## src/include/scc_pkg.sv

```systemverilog
package scc_pkg;

  // ----------------------------------------------------------------
  // Register indices (byte address is four times the index)
  // ----------------------------------------------------------------
  localparam logic [9:0] IDX_CLOCK_DIVISOR = 10'h095;
  localparam logic [9:0] IDX_CLOCK_SWITCH = 10'h096;
  localparam logic [9:0] IDX_CLOCK_SOURCE_ENABLE = 10'h097;
  localparam logic [9:0] IDX_IRQ_STATUS = 10'h098;
  localparam logic [9:0] IDX_IRQ_MASK = 10'h099;
  localparam logic [9:0] IDX_PORT1_MODE_TWO = 10'h0B4;

  // ----------------------------------------------------------------
  // Reset values and field positions
  // ----------------------------------------------------------------
  localparam logic [7:0] CLOCK_DIVISOR_RESET = 8'h00;
  localparam logic [7:0] CLOCK_SOURCE_ENABLE_RESET = 8'h30;
  localparam logic [7:0] PORT1_MODE_TWO_RESET = 8'h00;
  localparam logic [1:0] SOURCE_SELECT_RESET = 2'h0;
  localparam int EN_EXT_HI = 7;
  localparam int EN_EXT_LO = 6;
  localparam int EN_FAST_RC = 5;
  localparam int EN_FAULT = 0;
  localparam int SW_SEL_HI = 2;
  localparam int SW_SEL_LO = 1;
  localparam int PORT1_MODE_TWO_CLOCK_OUT = 3;
  localparam logic [7:0] CLOCK_SOURCE_ENABLE_RESERVED_READ = 8'h10;
  localparam logic [7:0] PORT1_MODE_TWO_WRITE_MASK = 8'h0F;

  // ----------------------------------------------------------------
  // Source codes
  // ----------------------------------------------------------------
  localparam logic [1:0] SEL_FAST_RC = 2'h0;
  localparam logic [1:0] SEL_EXTERNAL = 2'h1;
  localparam logic [1:0] SEL_SLOW_RC = 2'h2;
  localparam logic [1:0] EXT_NONE = 2'h0;
  localparam logic [1:0] EXT_LOW_XTAL = 2'h1;
  localparam logic [1:0] EXT_HIGH_XTAL = 2'h2;
  localparam logic [1:0] EXT_CLOCK_IN = 2'h3;
  localparam logic [2:0] SRC_FAST_RC = 3'h0;
  localparam logic [2:0] SRC_SLOW_RC = 3'h1;
  localparam logic [2:0] SRC_LOW_XTAL = 3'h2;
  localparam logic [2:0] SRC_HIGH_XTAL = 3'h3;
  localparam logic [2:0] SRC_CLOCK_IN = 3'h4;
  localparam logic [2:0] SRC_NONE = 3'h7;
  localparam int NUM_SRC = 5;

  // ----------------------------------------------------------------
  // Interrupt events
  // ----------------------------------------------------------------
  localparam int NUM_IRQ = 3;
  localparam int IRQ_SWITCH_DONE = 0;
  localparam int IRQ_SWITCH_FAULT = 1;
  localparam int IRQ_WRITE_IGNORED = 2;

  // One bit per oscillator, fast RC in bit 0
  typedef struct packed {
    logic clock_in;
    logic high_xtal;
    logic low_xtal;
    logic slow_rc;
    logic fast_rc;
  } scc_src_s;

  typedef enum logic [2:0] {
    SW_IDLE = 3'b001,
    SW_WAIT_STABLE = 3'b010,
    SW_WAIT_EDGE = 3'b100
  } scc_switch_e;

endpackage

```

## src/core/scc_clock_control.sv

```systemverilog
`timescale 1ns/10ps
module scc_clock_control #(
  parameter int ADR_WIDTH = 12,
  parameter int DIV_WIDTH = 8
) (
  input wire logic i_mclk,
  input wire logic i_reset_n,
  input wire logic i_wb_cyc,
  input wire logic i_wb_stb,
  input wire logic i_wb_we,
  input wire logic [ADR_WIDTH-1:0] i_wb_adr,
  input wire logic [3:0] i_wb_sel,
  input wire logic [31:0] i_wb_dat,
  output logic [31:0] o_wb_dat,
  output logic o_wb_ack,
  input wire scc_pkg::scc_src_s i_osc_tick,
  input wire scc_pkg::scc_src_s i_osc_stable,
  input wire logic i_self_program_enable,
  input wire logic i_power_down,
  output logic o_sys_clk,
  output logic o_sys_tick,
  output logic o_clock_out_pin,
  output logic o_clock_out_oe,
  output logic o_fast_rc_on,
  output logic [1:0] o_ext_source_enable,
  output logic o_xtal_pins_gpio,
  output logic [2:0] o_active_source,
  output logic o_irq
);

  // ----------------------------------------------------------------
  // Register state
  // ----------------------------------------------------------------
  logic [DIV_WIDTH-1:0] sys_clock_divisor_reg;
  logic [1:0] ext_source_enable_reg;
  logic fast_rc_enable_reg;
  logic switch_fault_flag_reg;
  logic [1:0] source_select_reg;
  logic [7:0] port1_mode_two_reg;
  logic [2:0] cur_src_reg;
  logic [2:0] target_reg;
  scc_pkg::scc_switch_e state_reg;
  scc_pkg::scc_switch_e state_next;
  logic [scc_pkg::NUM_IRQ-1:0] event_reg;

  // ----------------------------------------------------------------
  // Bus decode
  // ----------------------------------------------------------------
  wire [9:0] reg_index = i_wb_adr[11:2];
  wire bus_req = i_wb_cyc & i_wb_stb;
  wire bus_take = bus_req & o_wb_ack;
  wire lane0_write = bus_take & i_wb_we & i_wb_sel[0];
  wire hit_divisor = (reg_index == scc_pkg::IDX_CLOCK_DIVISOR);
  wire hit_switch = (reg_index == scc_pkg::IDX_CLOCK_SWITCH);
  wire hit_enable = (reg_index == scc_pkg::IDX_CLOCK_SOURCE_ENABLE);
  wire hit_status = (reg_index == scc_pkg::IDX_IRQ_STATUS);
  wire hit_mask = (reg_index == scc_pkg::IDX_IRQ_MASK);
  wire hit_port = (reg_index == scc_pkg::IDX_PORT1_MODE_TWO);
  wire wr_divisor = lane0_write & hit_divisor;
  wire wr_switch = lane0_write & hit_switch;
  wire wr_enable = lane0_write & hit_enable;
  wire wr_status = lane0_write & hit_status;
  wire wr_mask = lane0_write & hit_mask;
  wire wr_port = lane0_write & hit_port;
  wire [7:0] wdata = i_wb_dat[7:0];

  // ----------------------------------------------------------------
  // Source enables and stability
  // ----------------------------------------------------------------
  // Self-programming overrides the enable without touching the stored bit,
  // so the software value comes back by itself once it ends
  wire fast_rc_effective = fast_rc_enable_reg | i_self_program_enable;
  wire fast_rc_stable_read = (i_osc_stable.fast_rc & fast_rc_enable_reg) | i_self_program_enable;
  logic [scc_pkg::NUM_SRC-1:0] src_enabled;
  logic [scc_pkg::NUM_SRC-1:0] src_stable;
  logic [scc_pkg::NUM_SRC-1:0] src_ready;

  assign src_enabled[0] = fast_rc_effective;
  assign src_enabled[1] = 1'b1;
  assign src_enabled[2] = (ext_source_enable_reg == scc_pkg::EXT_LOW_XTAL);
  assign src_enabled[3] = (ext_source_enable_reg == scc_pkg::EXT_HIGH_XTAL);
  assign src_enabled[4] = (ext_source_enable_reg == scc_pkg::EXT_CLOCK_IN);
  assign src_stable = {i_osc_stable.clock_in, i_osc_stable.high_xtal, i_osc_stable.low_xtal,
                       i_osc_stable.slow_rc, fast_rc_stable_read};

  genvar g;
  generate
    for (g = 0; g < scc_pkg::NUM_SRC; g = g + 1) begin : g_ready
      assign src_ready[g] = src_enabled[g] & src_stable[g];
    end
  endgenerate

  // ----------------------------------------------------------------
  // Source mapping
  // ----------------------------------------------------------------
  function automatic logic [2:0] source_of(input logic [1:0] sel, input logic [1:0] ext);
    logic [2:0] src;
    src = scc_pkg::SRC_NONE;
    case (sel)
      scc_pkg::SEL_FAST_RC: src = scc_pkg::SRC_FAST_RC;
      scc_pkg::SEL_SLOW_RC: src = scc_pkg::SRC_SLOW_RC;
      scc_pkg::SEL_EXTERNAL: begin
        case (ext)
          scc_pkg::EXT_LOW_XTAL: src = scc_pkg::SRC_LOW_XTAL;
          scc_pkg::EXT_HIGH_XTAL: src = scc_pkg::SRC_HIGH_XTAL;
          scc_pkg::EXT_CLOCK_IN: src = scc_pkg::SRC_CLOCK_IN;
          default: src = scc_pkg::SRC_NONE;
        endcase
      end
      default: src = scc_pkg::SRC_NONE;
    endcase
    return src;
  endfunction

  function automatic logic [1:0] ext_code_of(input logic [2:0] src);
    logic [1:0] code;
    code = scc_pkg::EXT_NONE;
    case (src)
      scc_pkg::SRC_LOW_XTAL: code = scc_pkg::EXT_LOW_XTAL;
      scc_pkg::SRC_HIGH_XTAL: code = scc_pkg::EXT_HIGH_XTAL;
      scc_pkg::SRC_CLOCK_IN: code = scc_pkg::EXT_CLOCK_IN;
      default: code = scc_pkg::EXT_NONE;
    endcase
    return code;
  endfunction

  // Reserved select code and an external select with nothing enabled map to none
  wire [2:0] write_target = source_of(wdata[scc_pkg::SW_SEL_HI:scc_pkg::SW_SEL_LO], ext_source_enable_reg);
  wire target_valid = (write_target != scc_pkg::SRC_NONE);
  wire target_enabled = target_valid & src_enabled[write_target];
  wire target_ready = target_valid & src_ready[write_target];
  wire pending_enabled = src_enabled[target_reg];
  wire pending_ready = src_ready[target_reg];

  // ----------------------------------------------------------------
  // Enable write guard
  // ----------------------------------------------------------------
  wire [1:0] new_ext = wdata[scc_pkg::EN_EXT_HI:scc_pkg::EN_EXT_LO];
  wire new_fast = wdata[scc_pkg::EN_FAST_RC];
  wire cur_is_ext = (ext_code_of(cur_src_reg) != scc_pkg::EXT_NONE);
  wire kills_fast = (cur_src_reg == scc_pkg::SRC_FAST_RC) & ~new_fast & ~i_self_program_enable;
  wire kills_ext = cur_is_ext & (new_ext != ext_code_of(cur_src_reg));
  wire enable_refused = wr_enable & (kills_fast | kills_ext);
  wire enable_accept = wr_enable & ~enable_refused;

  // ----------------------------------------------------------------
  // System clock divider
  // ----------------------------------------------------------------
  logic [scc_pkg::NUM_SRC-1:0] tick_vec;
  logic sys_level;
  logic sys_toggle;
  logic sys_boundary;

  assign tick_vec = i_osc_tick;

  // Counting halts in power-down, which freezes the clock; the clock output pin is held low instead
  scc_divider #(
    .DIV_WIDTH(DIV_WIDTH)
  ) u_divider (
    .i_mclk(i_mclk),
    .i_reset_n(i_reset_n),
    .i_osc_tick(tick_vec[cur_src_reg]),
    .i_run(~i_power_down),
    .i_divisor(sys_clock_divisor_reg),
    .o_level(sys_level),
    .o_toggle(sys_toggle),
    .o_boundary(sys_boundary)
  );

  // ----------------------------------------------------------------
  // Switch sequencer
  // ----------------------------------------------------------------
  wire switch_now = (state_reg == scc_pkg::SW_WAIT_EDGE) & pending_ready & sys_boundary;

  always_comb begin
    state_next = state_reg;
    case (state_reg)
      scc_pkg::SW_IDLE: begin
        state_next = scc_pkg::SW_IDLE;
      end
      scc_pkg::SW_WAIT_STABLE: begin
        if (!pending_enabled) begin
          state_next = scc_pkg::SW_IDLE;
        end else if (pending_ready) begin
          state_next = scc_pkg::SW_WAIT_EDGE;
        end
      end
      scc_pkg::SW_WAIT_EDGE: begin
        if (!pending_enabled) begin
          state_next = scc_pkg::SW_IDLE;
        end else if (!pending_ready) begin
          state_next = scc_pkg::SW_WAIT_STABLE;
        end else if (sys_boundary) begin
          state_next = scc_pkg::SW_IDLE;
        end
      end
      default: state_next = scc_pkg::SW_IDLE;
    endcase
    // A new select write restarts the sequence from scratch
    if (wr_switch) begin
      if (!target_enabled || write_target == cur_src_reg) begin
        state_next = scc_pkg::SW_IDLE;
      end else if (!target_ready) begin
        state_next = scc_pkg::SW_WAIT_STABLE;
      end else begin
        state_next = scc_pkg::SW_WAIT_EDGE;
      end
    end
  end

  wire target_write_other = write_target != cur_src_reg;
  wire fault_set = wr_switch & (~target_enabled | (target_write_other & ~target_ready));
  wire fault_clear = switch_now | (wr_switch & target_enabled & ~target_write_other);

  always_ff @(posedge i_mclk or negedge i_reset_n) begin
    if (!i_reset_n) begin
      state_reg <= scc_pkg::SW_IDLE;
      cur_src_reg <= scc_pkg::SRC_FAST_RC;
      target_reg <= scc_pkg::SRC_FAST_RC;
      switch_fault_flag_reg <= 1'b0;
    end else begin
      state_reg <= state_next;
      if (wr_switch && target_valid) begin
        target_reg <= write_target;
      end
      if (switch_now) begin
        cur_src_reg <= target_reg;
      end
      if (fault_set) begin
        switch_fault_flag_reg <= 1'b1;
      end else if (fault_clear) begin
        switch_fault_flag_reg <= 1'b0;
      end
    end
  end

  // ----------------------------------------------------------------
  // Software registers
  // ----------------------------------------------------------------
  always_ff @(posedge i_mclk or negedge i_reset_n) begin
    if (!i_reset_n) begin
      sys_clock_divisor_reg <= scc_pkg::CLOCK_DIVISOR_RESET;
      ext_source_enable_reg <= scc_pkg::CLOCK_SOURCE_ENABLE_RESET[scc_pkg::EN_EXT_HI:scc_pkg::EN_EXT_LO];
      fast_rc_enable_reg <= scc_pkg::CLOCK_SOURCE_ENABLE_RESET[scc_pkg::EN_FAST_RC];
      source_select_reg <= scc_pkg::SOURCE_SELECT_RESET;
      port1_mode_two_reg <= scc_pkg::PORT1_MODE_TWO_RESET;
    end else begin
      if (wr_divisor) begin
        sys_clock_divisor_reg <= wdata;
      end
      if (enable_accept) begin
        ext_source_enable_reg <= new_ext;
        fast_rc_enable_reg <= new_fast;
      end
      if (wr_switch) begin
        source_select_reg <= wdata[scc_pkg::SW_SEL_HI:scc_pkg::SW_SEL_LO];
      end
      if (wr_port) begin
        port1_mode_two_reg <= wdata & scc_pkg::PORT1_MODE_TWO_WRITE_MASK;
      end
    end
  end

  // ----------------------------------------------------------------
  // Interrupts
  // ----------------------------------------------------------------
  logic [scc_pkg::NUM_IRQ-1:0] irq_status;
  logic [scc_pkg::NUM_IRQ-1:0] irq_mask;
  logic irq_line;

  always_ff @(posedge i_mclk or negedge i_reset_n) begin
    if (!i_reset_n) begin
      event_reg <= '0;
    end else begin
      event_reg[scc_pkg::IRQ_SWITCH_DONE] <= switch_now;
      event_reg[scc_pkg::IRQ_SWITCH_FAULT] <= fault_set;
      event_reg[scc_pkg::IRQ_WRITE_IGNORED] <= enable_refused;
    end
  end

  scc_irq_bank #(
    .WIDTH(scc_pkg::NUM_IRQ)
  ) u_irq (
    .i_mclk(i_mclk),
    .i_reset_n(i_reset_n),
    .i_event(event_reg),
    .i_status_write(wr_status),
    .i_mask_write(wr_mask),
    .i_wdata(wdata[scc_pkg::NUM_IRQ-1:0]),
    .o_status(irq_status),
    .o_mask(irq_mask),
    .o_irq(irq_line)
  );

  // ----------------------------------------------------------------
  // Read mux
  // ----------------------------------------------------------------
  // The select field reads back as written, not as the running source
  wire [7:0] rd_enable = {ext_source_enable_reg, fast_rc_effective, 5'h00} | scc_pkg::CLOCK_SOURCE_ENABLE_RESERVED_READ
                         | {7'h00, switch_fault_flag_reg};
  wire [7:0] rd_switch = {i_osc_stable.high_xtal & src_enabled[3], i_osc_stable.low_xtal & src_enabled[2],
                          fast_rc_stable_read, 1'b0, i_osc_stable.clock_in & src_enabled[4],
                          source_select_reg, 1'b0};
  logic [7:0] rd_byte;

  always_comb begin
    rd_byte = 8'h00;
    if (hit_divisor) begin
      rd_byte = sys_clock_divisor_reg;
    end else if (hit_switch) begin
      rd_byte = rd_switch;
    end else if (hit_enable) begin
      rd_byte = rd_enable;
    end else if (hit_status) begin
      rd_byte = {5'h00, irq_status};
    end else if (hit_mask) begin
      rd_byte = {5'h00, irq_mask};
    end else if (hit_port) begin
      rd_byte = port1_mode_two_reg;
    end
  end

  // ----------------------------------------------------------------
  // Bus answer and pins
  // ----------------------------------------------------------------
  wire clock_out_on = port1_mode_two_reg[scc_pkg::PORT1_MODE_TWO_CLOCK_OUT];

  always_ff @(posedge i_mclk or negedge i_reset_n) begin
    if (!i_reset_n) begin
      o_wb_ack <= 1'b0;
      o_wb_dat <= 32'h0000_0000;
      o_sys_clk <= 1'b0;
      o_sys_tick <= 1'b0;
      o_clock_out_pin <= 1'b0;
      o_clock_out_oe <= 1'b0;
      o_fast_rc_on <= 1'b1;
      o_ext_source_enable <= 2'h0;
      o_xtal_pins_gpio <= 1'b1;
      o_active_source <= scc_pkg::SRC_FAST_RC;
      o_irq <= 1'b0;
    end else begin
      o_wb_ack <= bus_req & ~o_wb_ack;
      o_wb_dat <= {24'h000000, rd_byte};
      o_sys_clk <= sys_level;
      o_sys_tick <= sys_toggle;
      o_clock_out_pin <= sys_level & clock_out_on & ~i_power_down;
      o_clock_out_oe <= clock_out_on;
      o_fast_rc_on <= fast_rc_effective;
      o_ext_source_enable <= ext_source_enable_reg;
      o_xtal_pins_gpio <= (ext_source_enable_reg == scc_pkg::EXT_NONE);
      o_active_source <= cur_src_reg;
      o_irq <= irq_line;
    end
  end

endmodule

```

## src/core/scc_divider.sv

```systemverilog
`timescale 1ns/10ps
module scc_divider #(
  parameter int DIV_WIDTH = 8
) (
  input wire logic i_mclk,
  input wire logic i_reset_n,
  input wire logic i_osc_tick,
  input wire logic i_run,
  input wire logic [DIV_WIDTH-1:0] i_divisor,
  output logic o_level,
  output logic o_toggle,
  output logic o_boundary
);

  logic [DIV_WIDTH:0] count_reg;
  logic [DIV_WIDTH-1:0] active_div_reg;
  logic [DIV_WIDTH:0] limit;
  logic [DIV_WIDTH:0] count_inc;
  logic step;
  logic wrap;

  // Zero passes each oscillator edge straight on; N waits 2N edges per phase
  assign limit = (active_div_reg == '0) ? (DIV_WIDTH+1)'(1) : {active_div_reg, 1'b0};
  assign count_inc = count_reg + (DIV_WIDTH+1)'(1);
  assign step = i_osc_tick & i_run;
  assign wrap = step & (count_inc >= limit);

  always_ff @(posedge i_mclk or negedge i_reset_n) begin
    if (!i_reset_n) begin
      count_reg <= '0;
      active_div_reg <= '0;
      o_level <= 1'b0;
      o_toggle <= 1'b0;
      o_boundary <= 1'b0;
    end else begin
      o_toggle <= wrap;
      o_boundary <= wrap & o_level;
      if (wrap) begin
        count_reg <= '0;
        o_level <= ~o_level;
      end else if (step) begin
        count_reg <= count_inc;
      end
      // New ratio only at the end of a high phase, so no phase is cut short
      if (wrap & o_level) begin
        active_div_reg <= i_divisor;
      end
    end
  end

endmodule

```

## src/core/scc_irq_bank.sv

```systemverilog
`timescale 1ns/10ps
module scc_irq_bank #(
  parameter int WIDTH = 3
) (
  input wire logic i_mclk,
  input wire logic i_reset_n,
  input wire logic [WIDTH-1:0] i_event,
  input wire logic i_status_write,
  input wire logic i_mask_write,
  input wire logic [WIDTH-1:0] i_wdata,
  output logic [WIDTH-1:0] o_status,
  output logic [WIDTH-1:0] o_mask,
  output logic o_irq
);

  logic [WIDTH-1:0] clear;

  assign clear = i_status_write ? i_wdata : '0;

  always_ff @(posedge i_mclk or negedge i_reset_n) begin
    if (!i_reset_n) begin
      o_status <= '0;
      o_mask <= '0;
      o_irq <= 1'b0;
    end else begin
      // A new event wins over a write-one-to-clear in the same cycle
      o_status <= (o_status & ~clear) | i_event;
      if (i_mask_write) begin
        o_mask <= i_wdata;
      end
      o_irq <= |(((o_status & ~clear) | i_event) & (i_mask_write ? i_wdata : o_mask));
    end
  end

endmodule

```

## config.mk

```make
export PLATFORM = sky130hd
export DESIGN_NAME = scc_clock_control
export DESIGN_NICKNAME = d
export VERILOG_FILES = /design/src/include/scc_pkg.sv /design/src/core/scc_clock_control.sv /design/src/core/scc_divider.sv /design/src/core/scc_irq_bank.sv
export SDC_FILE = /design/constraint.sdc
export NUM_CORES = 1
export LEC_CHECK = 0
export BUFFER_PORTS_ARGS = -buffer_cell sky130_fd_sc_hd__buf_2
export CAP_MARGIN = 10
export CORE_AREA = 2 2 100 102
export CTS_BUF_LIST = sky130_fd_sc_hd__clkbuf_4
export CTS_CLUSTER_DIAMETER = 60
export DETAILED_ROUTE_END_ITERATION = 12
export DIE_AREA = 0 0 102 104
export PLACE_DENSITY_LB_ADDON = 0.25
export SLEW_MARGIN = 0
export SYNTH_ARGS = -nofsm -noshare
export SYNTH_HDL_FRONTEND = slang
export SYNTH_HIERARCHICAL = 1
export SYNTH_SLANG_ARGS = --single-unit
```

## constraint.sdc

```tcl
create_clock -name i_mclk -period 2.56 [get_ports i_mclk]
set_clock_uncertainty 0.2 [all_clocks]
set_input_delay 0.512 -clock i_mclk [delete_from_list [all_inputs] [get_ports i_mclk]]
set_output_delay 0.512 -clock i_mclk [all_outputs]
set_load 0.03 [all_outputs]
```

### After elaboration in Yosys (flattened, before gate mapping)

Index checks and enable logic that the tools add are counted.

| storage, ports and cells | value |
|---|---|
| register bits | 78 |
| bits of input ports | 65 |
| logic and storage cells | 156 |
| output and inout bits | 45 |

| operators by class | value |
|---|---|
| reductions and logical operators | 12 |
| equality and inequality tests | 22 |
| add/subtract/negate cells | 1 |
| bitwise gates (word level) | 53 |
| order comparisons | 4 |
| multiplexer cells | 35 |

Operator list:

| operator | number |
|---|---|
| 10-bit by 8-bit == test with 1-bit output, second input constant | 6 |
| 1-bit AND | 34 |
| 3-bit 2-to-1 mux | 10 |
| 9-bit 2-to-1 mux | 3 |
| 8-bit 2-to-1 mux | 3 |
| 3-bit one-hot mux with 3 select lines | 2 |
| 1-bit binary-select mux with 3-bit select | 5 |
| 3-bit by 4-bit less-than comparator with 1-bit output, second input constant | 3 |
| 4-bit 2-to-1 mux | 3 |
| 9-bit by 1-bit adder with 9-bit output, second input constant | 1 |
| 3-bit by 2-bit == test with 1-bit output, second input constant | 3 |
| 9-bit >= comparator | 1 |
| 1-bit inverter | 9 |
| 8-bit logical NOT | 1 |
| 8-bit by 1-bit OR with 8-bit output | 1 |
| 1-bit 2-to-1 mux | 7 |
| 3-bit AND | 2 |
| 2-bit == test, second input constant | 3 |
| 3-bit == test, second input constant | 2 |
| 2-bit one-hot mux with 3 select lines | 1 |
| 3-bit one-hot mux with 2 select lines | 1 |
| 2-bit nonzero test | 3 |
| 5-bit by 4-bit inequality test with 1-bit output, second input constant | 1 |
| 1-bit OR | 5 |
| 15 further kinds | 17 |

### Logic depth before layout (Yosys ltp)

| logic depth | value |
|---|---|
| word-level depth | 11 |
| depth in mapped cells | 10 |
| depth with buffers taken out | 9 |

### By module

Netlist, hierarchy kept.

Modules (own cells, without submodules):

| module | area an instance (um^2) | instances | seq. area each (um^2) | cells each |
|---|---|---|---|---|
| scc_clock_control | 2727.6 | 1 | 1281.2 | 268 |
| scc_divider | 1152.4 | 1 | 500.5 | 114 |
| scc_irq_bank | 270.3 | 1 | 175.2 | 18 |

### Least setup slack after synthesis

No wires, ideal clock.

| path | value |
|---|---|
| path kind | reg-to-reg |
| from | register u_divider.count_reg[0] |
| to | register u_divider.active_div_reg[0] |
| cell stages (with the launch flop) | 11 |
| period minus slack after synthesis | 2636 ps |
| setup slack | -76 ps |
| arrival | 2311 ps |
| path through | dfrtp_1 > ha_1 > nand4_1 > xnor2_1 > ha_1 > a21oi_1 > o21ai_1 > a211o_1 > and3_4 > buf_6 > mux2_4 |

| on the way | value |
|---|---|
| longest elaborated chain between the ends | 4 |

Ends and longest elaborated chain:

| element | line | RTL |
|---|---|---|
| start, declared | scc_divider.sv:15 | `logic [DIV_WIDTH:0] count_reg;` |
| start signal, assigned | scc_divider.sv:42 | `count_reg <= count_inc;` |
| 9-bit by 1-bit adder with 9-bit output | scc_divider.sv:24 | `assign count_inc = count_reg + (DIV_WIDTH+1)'(1);` |
| 9-bit >= comparator | scc_divider.sv:26 | `assign wrap = step & (count_inc >= limit);` |
| 1-bit AND | scc_divider.sv:26 |  |
| 1-bit AND | scc_divider.sv:45 | `if (wrap & o_level) begin` |
| end signal, assigned | scc_divider.sv:46 | `active_div_reg <= i_divisor;` |
| end, declared | scc_divider.sv:16 | `logic [DIV_WIDTH-1:0] active_div_reg;` |

No other way between the ends.
A chain may end at the register's enable or synchronous reset.

### Final worst setup path

| path | value |
|---|---|
| from | register u_divider.count_reg[1] |
| to | register u_divider.active_div_reg[0] |

The elaborated chain is that of the path after synthesis.

==> summary.md <==
| Metric | Value |
|---|---|
| Gate count after technology mapping | `400` |
| Drt drc | `0` |
| Clock latency at the later pin of the worst-skew pair | `400 ps` |
| Slowest CP cell | `dfrtp_1` |
| Failing checks | `negative setup slack` |
| Num ports | `110` |
| Worst-margin pin slew | `slightly below 600 ps` |
| Final nets | `between 500 and 600` |
| Die W | `between 100 and 150 um` |
| Yosys cell types | `65` |
| Critical Path Sink Type | `flop` |
| Clock transition at path regs | `approximately 130 ps` |
| Cts bufs inserted | `9` |
| RSZ-0062 raised after global routing | `true` |
| Vias in the first global route | `3126` |
| Switching Share | `0.3116` |
| Most frequent cells in the layout | `dfrtp_1, buf_2, nand2_1` |
| Total global routing overflow | `0` |
| H-tree depth | `3` |
| Worst setup path class | `reg2reg` |
| Fmax | `384.8 MHz` |
| Async SR Flop Fraction | `1.000` |
| Leak | `around 2.5 nW` |
| DR pass1 iterations | `4` |
| Vias after detailed routing | `~3200` |
| Antenna violations before repair | `0` |
| Mean Syn Cell Area | `10.38 um2` |
| Global Route Usage Sum | `0.1803` |
| Initial Utilization | `0.4346` |
| Final std cells w/o fill | `~640` |
| Cell area after synthesis | `4150 um2` |
| Max-Cap Viols | `0` |
| # clock sinks | `between 70 and 80` |
| Max reg flops | `9` |
| Setup total negative slack | `-211.0 ps` |
| Worst-path maximum fanout | `6` |
| Dpl ws | `-75.28 ps` |
| First-pass GRT wire length | `about 15 mm` |
| Critical Path RT | `~2700 ps` |
| Internal Power | `1.859 mW` |
| Register Area | `a little under 2000 um2` |
| Largest net degree at the start of global routing | `46` |
| Cell family with most CP delay | `compound AO/OA/AOI/OAI gates` |
| Slew HR | `0.6153` |
| Most common cell after layout, fill and taps aside | `dfrtp_1` |
| Flop pwr share | `0.498` |
| Clock power frac | `0.271` |
| Min-delay worst type | `in2reg` |
| Syn-to-layout area delta | `20.80%` |
| Maximum VDD drop | `about 0.27 mV` |
| Remaining antenna violation count | `0` |
| Critical Path Source Type | `flop` |
| Placed insts | `617` |
| Final WS setup | `-38.52 ps` |
| Port buffer count | `56` |
| Main synth FF type | `dfrtp_1` |
| Hpwl dp | `a little under 7 mm` |
| Rows | `36` |
| Outcome | `finished with violations` |
| Clock buffer depth | `2` |
| PD cells | `about 540 nW/um2` |
| Area of the multi-input gates | `roughly 2000 um2` |
| Slowest stage delay, CP | `roughly 440 ps` |
| TritonCTS clock tree | `yes` |
| WP data arrival | `between 2000 and 3000 ps` |
| Ant diodes | `0` |
| Buf/Inv on CP | `1` |
| Final min period | `2599 ps` |
| Final Hold Viols | `0` |
| Sw Pwr | `between 0.8 and 0.9 mW` |
| Period utilization | `1.015` |
| Slew Limit Fails | `0` |
| Number of enable flip-flop cells after synthesis | `0` |
| Comb pwr share | `0.231` |
| Vias per cell | `about 5` |
| Final-report setup violation count | `9` |
| Fillers | `roughly 900` |
| Worst-path cell chain | `ha_4, buf_4, xor2_1, ha_1, a21oi_1, o21ai_1, a211o_1, and3_4, mux2_4` |
| Sequential area share after synthesis | `0.4715` |
| Die Ht | `roughly 100 um` |
| Synth Register Bits | `78` |
| Synth Warn # | `6` |
| Final Wtd Congestion | `0.9031` |
| Die ar. | `around 11000 um2` |
| WL/cell | `14.47 um` |
| Root Buffer | `clkbuf_4` |
| Share of cells above drive strength 1 | `0.3413` |
| Core Box Area | `between 9000 and 10000 um2` |
| Initial DRC count | `about 160` |
| Wirelength, routed | `~9.2 mm` |
## per-stage QoR
stage	cell area (um2)	util	total power, mW	hold WS, ps
floorplan	4253	-	1.765	16.41
global placement	4778	0.5004	1.941	134.1
detailed placement	4778	0.5004	1.964	135.5
CTS	4955	0.5189	2.717	92.49
global route	5014	0.5250	2.852	116.7
finish	5014	0.5250	2.701	114.4
## routing by layer
layer,share of wire,track usage,up-vias
met1,0.44,0.2299,1546
met4,0.019,0.06762,0
met3,0.035,0.03293,14
met2,0.51,0.3022,67
met5,0,0,-
li1,-,-,1553
## layout make-up
cell class,instances,area share
clock buffers,10,0.01497
clock inverters,6,0.01248
inverters,25,0.01872
multi-input cells,286,0.4048
flip-flops and latches,78,0.3906
well taps,133,0.03319
repair buffers,99,0.1253
## final timing paths
kind,from,cells past startpoint,slack [ps],to
worst max-delay path,u_divider/count_reg[1],9,-40,u_divider/active_div_reg[0]
worst min-delay path,i_wb_stb,3,110,o_wb_ack
worst max register to register,u_divider/count_reg[1],9,-40,u_divider/active_div_reg[0]
worst min register to register,u_divider/o_toggle,0,160,o_sys_tick
max in group asynchronous,i_reset_n,3,1040,o_fast_rc_on
min in group asynchronous,i_reset_n,2,450,u_divider/count_reg[7]
## power by group through the flow
stage | Sequential, mW | Clock, mW | Combinational, mW
floorplan | 1.40 | 0 | 0.363
finish | 1.35 | 0.732 | 0.623
global route | 1.36 | 0.805 | 0.692
CTS | 1.35 | 0.756 | 0.612
global placement | 1.36 | 0 | 0.580
detailed placement | 1.37 | 0 | 0.598
## cells by family (layout without fill, tap and decap cells)
logic type,Yosys count,in the layout,share of synthesized area
AO/OA/AOI/OAI,82,82,0.1327
XOR/XNOR,11,11,0.02321
multiplexers,28,28,0.08743
adder cells (fa/ha/maj),15,15,0.04522
AND/OR/NAND/NOR,125,126,0.1604
other,1,24,0.0009036
buffers and inverters,60,140,0.07868
flip-flops,78,78,0.4715
## worst min-delay path, delay by kind of cell
kind	cells	cell delay (ps)
buffers and inverters	1	100
AND/OR/NAND/NOR	2	100
## cell usage after synthesis, types with 5 or more instances
cell type  count  area [um2]
a21o_1         5       37.54
a21oi_1       14       70.07
buf_4         24       180.2
clkbuf_1       7       26.28
dfrtp_1       74        1852
ha_1          15       187.7
inv_1         25       93.84
mux2_2        16       180.2
mux2_4        10       150.1
nand2_1       48       180.2
nand2b_1       6       37.54
nand3_1        6       30.03
nand4_1        5       31.28
nor2_1        20       75.07
nor3_1         6       30.03
o21ai_0       24       120.1
xnor2_1        7       61.31
## timing repair
action	4_1_cts	5_1_grt
hold buffers	1	0
pin swaps	7	4
gates resized for setup	3	14
gates cloned	1	0
hold endpoints to repair	40	0
buffers inserted	1	1
setup endpoints to repair	10	19
(Power assumes the default switching activity.)
